### src/shared/tcs_pkg.sv
// tcs_pkg: register map, field positions and codes of the timer control
// block; assumes a 32-bit AHB-Lite bus with word-aligned registers
package tcs_pkg;
  // register byte offsets
  localparam logic [7:0] OFF_CTL1 = 8'h00;
  localparam logic [7:0] OFF_CTL2 = 8'h04;
  localparam logic [7:0] OFF_SMC  = 8'h08;
  localparam logic [7:0] OFF_IEN  = 8'h0c;
  // reset values
  localparam logic [15:0] RST_REG = 16'h0000;
  // writable bits of each register
  localparam logic [15:0] MSK_CTL1 = 16'h038f;
  localparam logic [15:0] MSK_CTL2 = 16'h0070;
  localparam logic [15:0] MSK_SMC  = 16'h00f7;
  localparam logic [15:0] MSK_IEN  = 16'h0047;
  // timer_control_one fields
  localparam int RUN_EN_B = 0;
  localparam int UPD_DIS_B = 1;
  localparam int UPD_SRC_B = 2;
  localparam int PULSE_B = 3;
  localparam int RELOAD_BUF_B = 7;
  localparam int FDIV_LO = 8;
  // timer_control_two and slave_mode_control fields
  localparam int MOUT_LO = 4;
  localparam int SMODE_LO = 0;
  localparam int TSRC_LO = 4;
  localparam int MSDLY_B = 7;
  // interrupt_enables fields
  localparam int UPD_IE_B = 0;
  localparam int C1IE_B = 1;
  localparam int C2IE_B = 2;
  localparam int TRG_IE_B = 6;
  // master output codes
  localparam logic [2:0] MOUT_RESET = 3'h0;
  localparam logic [2:0] MOUT_EN    = 3'h1;
  localparam logic [2:0] MOUT_UPD   = 3'h2;
  localparam logic [2:0] MOUT_PULSE = 3'h3;
  localparam logic [2:0] MOUT_REF1  = 3'h4;
  localparam logic [2:0] MOUT_REF2  = 3'h5;
  // slave mode codes
  localparam logic [2:0] SMODE_OFF   = 3'h0;
  localparam logic [2:0] SMODE_RESET = 3'h4;
  localparam logic [2:0] SMODE_GATED = 3'h5;
  localparam logic [2:0] SMODE_TRIG  = 3'h6;
  localparam logic [2:0] SMODE_EXT   = 3'h7;
  // filter clock division codes
  localparam logic [1:0] FDIV_2 = 2'h1;
  localparam logic [1:0] FDIV_4 = 2'h2;
  // ahb codes
  localparam logic [1:0] HTRANS_NONSEQ = 2'h2;
  localparam logic [2:0] HSIZE_HALF = 3'h1;
  localparam logic [2:0] HSIZE_WORD = 3'h2;
endpackage

### src/design/tcs_top.sv
// tcs_top: control, slave-mode and master-output logic of a 16-bit timer
// assumes counter, prescaler and channels sit beside it on hclk and that
// every trigger and event input is already synchronous to hclk
`timescale 1ns/1ps
module tcs_top (
  input  wire logic        hclk,
  input  wire logic        hresetn,
  input  wire logic        hsel,
  input  wire logic [31:0] haddr,
  input  wire logic [1:0]  htrans,
  input  wire logic        hwrite,
  input  wire logic [2:0]  hsize,
  input  wire logic        hready,
  input  wire logic [31:0] hwdata,
  output logic      [31:0] hrdata,
  output logic             hreadyout,
  output logic             hresp,
  input  wire logic [3:0]  internal_trigger,
  input  wire logic        input_one_edge_detector,
  input  wire logic        filtered_input_one,
  input  wire logic        filtered_input_two,
  input  wire logic        software_update_request,
  input  wire logic        counter_overflow,
  input  wire logic        channel_one_match,
  input  wire logic        channel_two_match,
  input  wire logic        channel_one_output_reference,
  input  wire logic        channel_two_output_reference,
  input  wire logic        core_halted,
  input  wire logic        debug_halt_freeze,
  output logic             internal_count_enable,
  output logic             count_tick,
  output logic             counter_reinit,
  output logic             update_event,
  output logic             reload_buffer_enable,
  output logic             filter_sample_tick,
  output logic             update_irq_req,
  output logic             channel_one_irq_req,
  output logic             channel_two_irq_req,
  output logic             trigger_flag_set,
  output logic             trigger_irq_req,
  output logic             trigger_output
);
  logic [15:0] ctl1_ff, nxt_ctl1, ctl2_ff, nxt_ctl2;
  logic [15:0] smc_ff, nxt_smc, ien_ff, nxt_ien;
  logic [7:0]  addr_ff, nxt_addr;
  logic        wr_ff, nxt_wr;
  logic [31:0] rdata_ff, nxt_rdata;
  logic        trig_q_ff, nxt_trig_q, trig_d_ff, nxt_trig_d;
  logic        trig_prev_ff, nxt_trig_prev;
  logic [1:0]  div_ff, nxt_div;
  logic        ice_ff, tick_ff, reinit_ff, upd_ff, rbuf_ff, fst_ff;
  logic        uirq_ff, c1irq_ff, c2irq_ff, tflag_ff, tirq_ff, tout_ff;
  logic        trig_reinit_ff, nxt_trig_reinit;
  logic        acc, wr_ok, trig, trig_rise, slave_on, ice_c, tick_c;
  logic        reinit_c, upd_c, uirq_c, tflag_c, tout_c, fst_c, start_c;
  logic [2:0]  smode, mout;
  logic [1:0]  fdiv;

  // local copies of the field positions used as bit indices
  localparam int RUN_EN_B = tcs_pkg::RUN_EN_B;
  localparam int SMODE_LO = tcs_pkg::SMODE_LO;
  localparam int MOUT_LO = tcs_pkg::MOUT_LO;
  localparam int FDIV_LO = tcs_pkg::FDIV_LO;

  // trigger source multiplexer
  function automatic logic tcs_sel_trig(input logic [2:0] tsel,
                                        input logic [3:0] itr,
                                        input logic ed,
                                        input logic f1,
                                        input logic f2);
    logic r;
    r = 1'b0;
    case (tsel)
      3'h4: r = ed;
      3'h5: r = f1;
      3'h6: r = f2;
      3'h7: r = 1'b0;
      default: r = itr[tsel[1:0]];
    endcase
    return r;
  endfunction

  assign smode = smc_ff[SMODE_LO +: 3];
  assign mout = ctl2_ff[MOUT_LO +: 3];
  assign fdiv = ctl1_ff[FDIV_LO +: 2];
  assign acc = hsel & hready & htrans[1];
  // halfword writes must target the low half of the word
  assign wr_ok = (hsize == tcs_pkg::HSIZE_WORD) |
                 (hsize == tcs_pkg::HSIZE_HALF & ~haddr[1]);

  // bus address phase capture and register writes
  always_comb begin
    nxt_addr = addr_ff;
    nxt_wr = 1'b0;
    nxt_rdata = 32'h0000_0000;
    nxt_ctl1 = ctl1_ff;
    nxt_ctl2 = ctl2_ff;
    nxt_smc = smc_ff;
    nxt_ien = ien_ff;
    if (acc) begin
      nxt_addr = {haddr[7:2], 2'h0};
      nxt_wr = hwrite & wr_ok; // byte writes dropped
      if (!hwrite) begin
        case ({haddr[7:2], 2'h0})
          tcs_pkg::OFF_CTL1: nxt_rdata = {16'h0000, ctl1_ff};
          tcs_pkg::OFF_CTL2: nxt_rdata = {16'h0000, ctl2_ff};
          tcs_pkg::OFF_SMC:  nxt_rdata = {16'h0000, smc_ff};
          tcs_pkg::OFF_IEN:  nxt_rdata = {16'h0000, ien_ff};
          default:           nxt_rdata = 32'h0000_0000;
        endcase
      end
    end
    if (wr_ff) begin
      case (addr_ff)
        tcs_pkg::OFF_CTL1: nxt_ctl1 = hwdata[15:0] & tcs_pkg::MSK_CTL1;
        tcs_pkg::OFF_CTL2: nxt_ctl2 = hwdata[15:0] & tcs_pkg::MSK_CTL2;
        tcs_pkg::OFF_SMC:  nxt_smc = hwdata[15:0] & tcs_pkg::MSK_SMC;
        tcs_pkg::OFF_IEN:  nxt_ien = hwdata[15:0] & tcs_pkg::MSK_IEN;
        default:           nxt_ctl1 = nxt_ctl1;
      endcase
    end
    // single pulse clears run enable on update
    if (upd_c & ctl1_ff[tcs_pkg::PULSE_B]) begin
      nxt_ctl1[RUN_EN_B] = 1'b0;
    end
    // trigger start sets run enable and wins over clears
    if (start_c) begin
      nxt_ctl1[RUN_EN_B] = 1'b1;
    end
  end

  always_ff @(posedge hclk or negedge hresetn) begin
    if (!hresetn) begin
      addr_ff <= 8'h00;
      wr_ff <= 1'b0;
      rdata_ff <= 32'h0000_0000;
      ctl1_ff <= tcs_pkg::RST_REG;
      ctl2_ff <= tcs_pkg::RST_REG;
      smc_ff <= tcs_pkg::RST_REG;
      ien_ff <= tcs_pkg::RST_REG;
    end else begin
      addr_ff <= nxt_addr;
      wr_ff <= nxt_wr;
      rdata_ff <= nxt_rdata;
      ctl1_ff <= nxt_ctl1;
      ctl2_ff <= nxt_ctl2;
      smc_ff <= nxt_smc;
      ien_ff <= nxt_ien;
    end
  end

  assign hrdata = rdata_ff;
  assign hreadyout = 1'b1; // zero wait states
  assign hresp = 1'b0;     // always okay

  // trigger input path with optional master/slave delay stage
  always_comb begin
    nxt_trig_q = tcs_sel_trig(smc_ff[tcs_pkg::TSRC_LO +: 3],
                              internal_trigger, input_one_edge_detector,
                              filtered_input_one,
                              filtered_input_two);
    nxt_trig_d = trig_q_ff;
    nxt_trig_prev = trig;
  end

  always_ff @(posedge hclk or negedge hresetn) begin
    if (!hresetn) begin
      trig_q_ff <= 1'b0;
      trig_d_ff <= 1'b0;
      trig_prev_ff <= 1'b0;
    end else begin
      trig_q_ff <= nxt_trig_q;
      trig_d_ff <= nxt_trig_d;
      trig_prev_ff <= nxt_trig_prev;
    end
  end

  // delayed trigger holds back own effect and trigger out by one more cycle
  assign trig = smc_ff[tcs_pkg::MSDLY_B] ? trig_d_ff : trig_q_ff;
  assign trig_rise = trig & ~trig_prev_ff;
  assign slave_on = smode[2];

  // slave mode controller and event generation
  always_comb begin
    // gated mode ands run enable with trigger level
    ice_c = ctl1_ff[RUN_EN_B] & ((smode != tcs_pkg::SMODE_GATED) | trig);
    tick_c = ice_c & ~(core_halted & debug_halt_freeze);
    if (smode == tcs_pkg::SMODE_EXT) begin
      tick_c = tick_c & trig_rise;
    end
    start_c = (smode == tcs_pkg::SMODE_TRIG) & trig_rise;
    // a trigger-driven reinit is kept one cycle for the master output
    nxt_trig_reinit = (smode == tcs_pkg::SMODE_RESET) & trig_rise;
    reinit_c = software_update_request |
               nxt_trig_reinit;
    upd_c = ~ctl1_ff[tcs_pkg::UPD_DIS_B] &
            (counter_overflow | reinit_c);
    uirq_c = upd_c & ien_ff[tcs_pkg::UPD_IE_B] &
             (counter_overflow | ~ctl1_ff[tcs_pkg::UPD_SRC_B]);
    tflag_c = (smode == tcs_pkg::SMODE_GATED) ? (ice_c ^ ice_ff) :
              (slave_on & trig_rise);
    // trigger-driven reinit reaches the output a cycle after the reinit
    case (mout)
      tcs_pkg::MOUT_RESET: tout_c = software_update_request |
                                    trig_reinit_ff;
      tcs_pkg::MOUT_EN:    tout_c = ice_c;
      tcs_pkg::MOUT_UPD:   tout_c = upd_c;
      tcs_pkg::MOUT_PULSE: tout_c = channel_one_match;
      tcs_pkg::MOUT_REF1:  tout_c = channel_one_output_reference;
      tcs_pkg::MOUT_REF2:  tout_c = channel_two_output_reference;
      default:             tout_c = 1'b0;
    endcase
  end

  // filter sample period divider
  always_comb begin
    nxt_div = div_ff + 2'h1;
    case (fdiv)
      tcs_pkg::FDIV_2: fst_c = div_ff[0];
      tcs_pkg::FDIV_4: fst_c = (div_ff == 2'h3);
      default:           fst_c = 1'b1;
    endcase
  end

  // registered outputs, each one cycle after its cause, except a trigger-driven reinit on trigger_output, which comes two cycles after
  always_ff @(posedge hclk or negedge hresetn) begin
    if (!hresetn) begin
      div_ff <= 2'h0;
      ice_ff <= 1'b0;
      tick_ff <= 1'b0;
      reinit_ff <= 1'b0;
      upd_ff <= 1'b0;
      rbuf_ff <= 1'b0;
      trig_reinit_ff <= 1'b0;
      fst_ff <= 1'b0;
      uirq_ff <= 1'b0;
      c1irq_ff <= 1'b0;
      c2irq_ff <= 1'b0;
      tflag_ff <= 1'b0;
      tirq_ff <= 1'b0;
      tout_ff <= 1'b0;
    end else begin
      div_ff <= nxt_div;
      ice_ff <= ice_c;
      tick_ff <= tick_c;
      reinit_ff <= reinit_c;
      upd_ff <= upd_c;
      rbuf_ff <= ctl1_ff[tcs_pkg::RELOAD_BUF_B];
      trig_reinit_ff <= nxt_trig_reinit;
      fst_ff <= fst_c;
      uirq_ff <= uirq_c;
      c1irq_ff <= channel_one_match & ien_ff[tcs_pkg::C1IE_B];
      c2irq_ff <= channel_two_match & ien_ff[tcs_pkg::C2IE_B];
      tflag_ff <= tflag_c;
      tirq_ff <= tflag_c & ien_ff[tcs_pkg::TRG_IE_B];
      tout_ff <= tout_c;
    end
  end

  assign internal_count_enable = ice_ff;
  assign count_tick = tick_ff;
  assign counter_reinit = reinit_ff;
  assign update_event = upd_ff;
  assign reload_buffer_enable = rbuf_ff;
  assign filter_sample_tick = fst_ff;
  assign update_irq_req = uirq_ff;
  assign channel_one_irq_req = c1irq_ff;
  assign channel_two_irq_req = c2irq_ff;
  assign trigger_flag_set = tflag_ff;
  assign trigger_irq_req = tirq_ff;
  assign trigger_output = tout_ff;

  // checks of the control behaviour
  a_byte_write_drop: assert property (@(posedge hclk) disable iff (!hresetn)
    acc & hwrite & (hsize == 3'h0) ##1 1'b1 |=> $stable(ctl2_ff))
    else $error("byte write changed a register");
  a_pulse_stop_run: assert property (@(posedge hclk) disable iff (!hresetn)
    upd_c & ctl1_ff[tcs_pkg::PULSE_B] & ~start_c |=> ~ctl1_ff[RUN_EN_B])
    else $error("single pulse did not stop the counter");
  a_upd_dis_block: assert property (@(posedge hclk) disable iff (!hresetn)
    ctl1_ff[tcs_pkg::UPD_DIS_B] |=> ~update_event)
    else $error("update event while updates disabled");
  a_upd_src_irq: assert property (@(posedge hclk) disable iff (!hresetn)
    ctl1_ff[tcs_pkg::UPD_SRC_B] & ~counter_overflow |=> ~update_irq_req)
    else $error("update irq from software with source bit set");
  a_tout_update: assert property (@(posedge hclk) disable iff (!hresetn)
    ##1 ($past(mout) == tcs_pkg::MOUT_UPD) |-> trigger_output == update_event)
    else $error("trigger output does not follow update");
  a_gated_halt: assert property (@(posedge hclk) disable iff (!hresetn)
    (smode == tcs_pkg::SMODE_GATED) & ~trig |=> ~internal_count_enable)
    else $error("gated counter runs with trigger low");
  a_ext_clk_edge: assert property (@(posedge hclk) disable iff (!hresetn)
    (smode == tcs_pkg::SMODE_EXT) ##1 count_tick |-> $past(trig_rise))
    else $error("external clock tick without trigger edge");
  a_reset_reinit: assert property (@(posedge hclk) disable iff (!hresetn)
    (smode == tcs_pkg::SMODE_RESET) & trig_rise |=> counter_reinit)
    else $error("reset mode edge did not reinit");
  a_debug_freeze: assert property (@(posedge hclk) disable iff (!hresetn)
    core_halted & debug_halt_freeze |=> ~count_tick)
    else $error("counter ticked during frozen debug halt");
  a_div2_spacing: assert property (@(posedge hclk) disable iff (!hresetn)
    (fdiv == tcs_pkg::FDIV_2) [*3] ##0 filter_sample_tick
    |=> ~filter_sample_tick)
    else $error("filter tick too close at divide by two");

  // checks of the slave side and of the interrupt gating
  // trigger reinit shows on the master output one cycle after the reinit
  a_tout_delayed: assert property (@(posedge hclk) disable iff (!hresetn)
    (smode == tcs_pkg::SMODE_RESET) & trig_rise &
    (mout == tcs_pkg::MOUT_RESET) ##1 (mout == tcs_pkg::MOUT_RESET)
    |=> trigger_output)
    else $error("trigger output missed the delayed reinit");
  a_start_run: assert property (@(posedge hclk) disable iff (!hresetn)
    start_c |=> ctl1_ff[RUN_EN_B])
    else $error("trigger edge did not start the counter");
  a_trig_irq_gate: assert property (@(posedge hclk) disable iff (!hresetn)
    ~ien_ff[tcs_pkg::TRG_IE_B] |=> ~trigger_irq_req)
    else $error("trigger irq while its enable is clear");
  a_gated_flag: assert property (@(posedge hclk) disable iff (!hresetn)
    (smode == tcs_pkg::SMODE_GATED) & (ice_c != ice_ff)
    |=> trigger_flag_set)
    else $error("gated start or stop did not set the trigger flag");
endmodule

### config.mk
export PLATFORM = sky130hd
export DESIGN_NAME = tcs_top
export DESIGN_NICKNAME = d
export VERILOG_FILES = /design/src/shared/tcs_pkg.sv /design/src/design/tcs_top.sv
export SDC_FILE = /design/constraint.sdc
export NUM_CORES = 1
export LEC_CHECK = 0
export BUFFER_PORTS_ARGS = -buffer_cell sky130_fd_sc_hd__buf_4
export CORE_MARGIN = 4
export CORE_UTILIZATION = 50
export CTS_BUF_LIST = sky130_fd_sc_hd__clkbuf_8
export DETAILED_ROUTE_END_ITERATION = 8
export GPL_TIMING_DRIVEN = 0
export HOLD_SLACK_MARGIN = 0.06
export PLACE_DENSITY_LB_ADDON = 0.12
export SYNTH_ARGS = -nofsm -noshare
export SYNTH_HDL_FRONTEND = slang
export SYNTH_SLANG_ARGS = --single-unit
### constraint.sdc
create_clock -name hclk -period 3.43 [get_ports hclk]
set_input_delay 0.343 -clock hclk [delete_from_list [all_inputs] [get_ports hclk]]
set_output_delay 0.343 -clock hclk [all_outputs]
set_load 0.01 [all_outputs]
* Word-level counts from Yosys, hierarchy flattened
Cells that the tools add are included.
** Word-level totals
- Register bits :: 78
- Input bits :: 89
- Logic and storage cells :: 109
** Cells by class
- Add/sub/neg operators :: 1
- Order comparisons :: 1
- Eq/ne operators :: 25
- Mux-type cells :: 16
- Bitwise gates (word level) :: 31
- Reduce and logical (&&, ||, !) cells :: 10
** Operators with widths (number)
- 2-to-1 mux 32 bit :: 2
- one-hot mux 10 bit (4 select lines) :: 1
- == test 3 bit, second input constant :: 10
- == test 6 x 2 -> 1 bit, second input constant :: 4
- AND 1 bit :: 19
- == test 6 x 1 -> 1 bit, second input constant :: 2
- AND reduction 2 bit :: 5
- == test 3 x 2 -> 1 bit, second input constant :: 3
- 2-to-1 mux 1 bit :: 9
- zero test 8 bit :: 1
- == test 3 x 1 -> 1 bit, second input constant :: 2
- zero test 6 bit :: 1
- OR 1 bit :: 6
- one-hot mux 1 bit (6 select lines) :: 1
- nonzero test 3 bit :: 2
- NOT 1 bit :: 5
- == test 2 bit, second input constant :: 2
- one-hot mux 1 bit (4 select lines) :: 1
- zero test 3 bit :: 1
- < comparator 2 x 3 -> 1 bit, second input constant :: 1
- != test 3 bit, second input constant :: 1
- adder 2 x 1 -> 2 bit, second input constant :: 1
- binary-select mux 1 bit (select 2 bit) :: 1
- == test 2 x 1 -> 1 bit, second input constant :: 1
- 2 further kinds :: 2

* Logic depth before layout (Yosys ltp)
- Depth after elaboration :: 9
- Gate-level depth with buffers :: 5

* Worst setup path before layout
OpenSTA, ideal clock, no wires.
- Path kind :: register to register
- From :: reg addr_ff[4]
- To :: reg smc_ff[0]
- Library setup time :: 0.125 ns
- Data arrival time :: 1.771 ns
- Data required time :: 3.305 ns
- Slack :: 1.534 ns
- Stages on the path, launching flop included :: 5
- Buffers on the path :: 1
- Period minus slack after synthesis :: 1.896 ns
- Cell sequence :: dfrtp_1 or4b_1 buf_2 nor4b_4 mux2_2
** On the way
- Longest elaborated chain between the ends :: 2
** Ends and longest elaborated chain
- from (decl) :: RTL line tcs_top.sv:45 : logic [7:0] addr_ff, nxt_addr;
- from (signal assigned) :: RTL line tcs_top.sv:142 : addr_ff <= nxt_addr;
- == test 6 x 2 -> 1 bit :: RTL line tcs_top.sv:114 : case (addr_ff)
- AND reduction 2 bit (no source line)
- to (signal assigned) :: RTL line tcs_top.sv:139 : smc_ff <= tcs_pkg::RST_REG;
- to (signal assigned) :: RTL line tcs_top.sv:147 : smc_ff <= nxt_smc;
- to (decl) :: RTL line tcs_top.sv:44 : logic [15:0] smc_ff, nxt_smc, ien_ff, nxt_ien;
No other way between the ends.
A chain may end at the register's enable or synchronous reset.

* Final worst setup path
Same ends and word-level chain as after synthesis.

==> results <==
- The vias after detailed routing is 1,772.
- The violation count after the first detailed-routing iteration is 149.
- The post-cts hold buffer count is 0.
- The deepest level of the CTS H-tree is 2.
- The smallest clock period supported by the final layout is computed as 2.12 ns.
- The global-route wire length before repair is 8380 µm.
- The max-cap violation count is 0.
- The endpoint class of the critical path is a flip-flop.
- Once the clock tree was built, the resizer swapped 0 gates to a different size.
- The cell accounting for the most synthesized area is sky130_fd_sc_hd__dfrtp_1.
- STA puts the critical path data required time at 3.62 ns.
- The leading cell type in the layout, fill and taps excluded is sky130_fd_sc_hd__buf_4.
- The maximum number of pins on one net before global-route repair is 57.
- After detailed routing, the total wire length is 4990 µm.
- Dividing the final minimum period by the clock period gives 61.7%.
- Global routing finished with a remaining overflow of 0.
- Counting flops with a built-in enable in the synthesized netlist gives 0.
- Combinational cells account for 12.6% of the total power.
- Yosys mapped the design onto 43 distinct sky130hd cell types.
- The worst hold path belongs to the class input pin to asynchronous set/reset pin.
- The tightest slew margin relative to the limit is 55.4%.
- After clock tree synthesis, the setup repair step added 0 buffers.
- The clock network is responsible for 29.7% of the overall power.
- The register clock-pin slew on the reported worst setup and hold paths is 0.09 ns.
- Clock skew on the completed layout was measured at 0.00448 ns.
- Setup repair after global routing left no endpoint under its margin.
- Counting tap cells, the placed design contains a total of 357 instances.
- Summing the areas of all fa, ha and maj instances in the mapped netlist gives 1.48% of the synthesized area.
- The total negative setup slack is 0 ns.
- Among all flip-flop cells after synthesis, the most frequent one is sky130_fd_sc_hd__dfrtp_1.
- Leaving out fill and tap cells, the most frequent cells in the layout are sky130_fd_sc_hd__buf_4, sky130_fd_sc_hd__dfrtp_1, sky130_fd_sc_hd__mux2_2, sky130_fd_sc_hd__conb_1, sky130_fd_sc_hd__nor2_1.
- The count of pins over their slew limit is 0.
- The count of warnings emitted by yosys is 0.
- The finished layout holds 364 standard cells, fillers aside.
- The number of global-route vias before repair was 1,836.
- On the critical path, the stage with the largest delay is an instance of sky130_fd_sc_hd__nor4b_4.
- Counting flops with an async set or reset pin after synthesis yields a share of 100%.
- Of all nets on the critical path, the largest fanout is 8.
- From left edge to right edge, the die measures 79.2 µm.
- Sequential elements use 55.3% of the synthesized area.
- The total chip power is 1250 µW.
- The internal power of the cells is 959 µW.
- The number of placement rows is 25.
- The core box area is 4820 µm².
- Walking the worst path, the cells encountered are or4b_1, buf_2, nor4b_4, mux2_2.
- The area fraction in compound gates after synthesis is 7.46%.
- The count of buffers from port buffering is 60.
- Synthesis inferred 56 register bits.
- The clock tree from TritonCTS is built.
- The initial antenna violation count is 0.
- The die covers 6270 µm².
- The root buffer selected by CTS is sky130_fd_sc_hd__clkbuf_8.
- Summed over all nets, the half-perimeter wirelength after detailed placement is 3810 µm.
- Cells with a size suffix above 1 make up 40.7% of the layout.
- The switching share of power is 23.2%.
- Once detail routing completed, the nets flagged for antenna violations numbered 0.
- Counting along the longest clock path gives a buffer depth of 2.
- The net count of the finished layout is 389.
- The routed length per instance is 13.7 µm.
- The sequential fraction of design power is 57.6%.
- The share of the synthesized netlist area taken by xor and xnor gates is 0%.
- The hold violation count in the final report is 0.
- In the synthesized netlist, mux cells make up 14.4% of the area.
- The area share of the largest cell type after synthesis is 55.3%.
- The total number of clock tree sinks is 56.
- The congestion estimate from routability-driven global placement came to 0.763.
- The cell area that synthesis handed to floorplanning was 2530 µm².
- By area the synthesized netlist is led by sky130_fd_sc_hd__dfrtp_1, sky130_fd_sc_hd__mux2_2, sky130_fd_sc_hd__buf_4.
- The critical path is of the flip-flop to flip-flop type.
- The repair_antennas step left the layout with diodes totalling 0.
- The overall global routing resource usage is 17.2%.
- The longest individual stage delay on the worst path is 0.53 ns.
- Data on the critical path arrives at its endpoint at 2.30 ns.
- At the pin with the least slew margin, the transition time is 0.650 ns.
- The worst setup path is launched from a flip-flop.
- Counting the buffers created by CTS gives 5.
- Of the total synthesized cell area, the portion taken by AND, OR, NAND and NOR gates is 12.0%.
- The die extent in y is 79.2 µm.
- The number of ports placed on the die boundary is 135.
- The fmax is 0.473 GHz.
- The area added between synthesis and finish is 28.1%.
- The run finished with clean final reports.
- Fill cells in the final layout number 396.
- The number of setup violations in the final report is 0.
- In this run the static leakage power is 0.00163 µW.
- The placed cell area is 3150 µm².
- For this run, design rule violations remaining after detail routing come to 0.
- The count of TritonRoute iterations in the first routing pass is 4.
- The starting density of the core is 52.6%.
- The average cell area after synthesis is 12.2 µm².
- After technology mapping, the gate count stands at 208.
- The maximum resistive drop on vdd is 0.000222 V.
- The via-per-instance ratio is 4.87.
- The switching power summed over all nets is 290 µW.
- The largest family of logic cells by synthesized area is multiplexers.
- Summing all non-filler instances in the final layout gives an area of 3250 µm².
- The clock reaches the later pin of the worst-skew pair after 0.30 ns.
- The areal power density over the cells is 385 nW/µm².
cells in the mapped netlist, types with 4 or more instances:
cell                      number
sky130_fd_sc_hd__and3_1        5
sky130_fd_sc_hd__a22oi_1       6
sky130_fd_sc_hd__buf_4        24
sky130_fd_sc_hd__nor3_1        4
sky130_fd_sc_hd__dfrtp_1      56
sky130_fd_sc_hd__mux2i_1       6
sky130_fd_sc_hd__mux2_2       25
sky130_fd_sc_hd__nand2_1       8
sky130_fd_sc_hd__o21ai_0       8
sky130_fd_sc_hd__nor2_1       13
sky130_fd_sc_hd__inv_1         8
registers in the layout (all words and copies together), names as in the netlist, 2 cells and up:
signal	cells
ien_ff	4
addr_ff	6
div_ff	2
smc_ff	7
ctl2_ff	3
ctl1_ff	7
hrdata	10
kinds of logic after synthesis:
kind of cell	after synthesis
muxes	32
DFF	56
adders and majority gates	3
other	2
buffers and inverters	37
and+or+nand+nor	50
AOI/OAI and AO/OA	28
critical path: cells and delay by family, from the launching register on:
family | cells | cell delay, ns
muxes | 1 | 0.41
and+or+nand+nor | 2 | 1.03
buffers and inverters | 1 | 0.18
DFF | 1 | 0.38
area by class of cell:
type                            count  area [µm²]  area share [%]
Clock buffer                        7        96.3            2.97
Buffer                             29         200            6.17
Timing Repair Buffer               60         450            13.9
Tap cell                           67        83.8            2.58
Multi-Input combinational cell    137         985            30.3
Sequential cell                    56        1400            43.2
Inverter                            8        30.0           0.925
worst paths after layout:
path,start,to,slack [ns],cells after the start
worst max-delay path,addr_ff[4],smc_ff[0],1.31,4
worst min-delay path,hresetn,hrdata[8],0.07,1
worst max register to register,addr_ff[4],smc_ff[0],1.31,4
worst min register to register,nxt_trig_d,trig_d_ff,0.38,0
max in group asynchronous,hresetn,addr_ff[7],2.90,1
min in group hclk,hsize[2],wr_ff,0.19,2
layer usage:
metal	GRT usage, %	wire length, µm	vias to the layer above
met5	0	0	-
met1	20.7	2040	831
li1	-	-	864
met2	29.7	2520	68
met4	8.42	124	0
met3	2.95	303	9
power by group through the flow:
stage	Sequential (µW)	Combinational, µW	Clock (µW)
2_1_floorplan	730	84.9	0
3_3_place_gp	730	155	0
3_5_place_dp	732	158	0
4_1_cts	719	159	385
5_1_grt	725	177	411
6_report	719	158	371
metrics by stage:
stage | hold slack, ns | setup WS (ns) | utilization, %
2_1_floorplan | 0.0474 | 1.53 | -
3_3_place_gp | 0.361 | 1.35 | 65.4
3_5_place_dp | 0.369 | 1.32 | 65.4
4_1_cts | 0.0934 | 1.31 | 67.4
5_1_grt | 0.134 | 1.23 | 67.4
6_report | 0.0730 | 1.31 | 67.4
No activity file was read; power rests on OpenSTA's default activity.
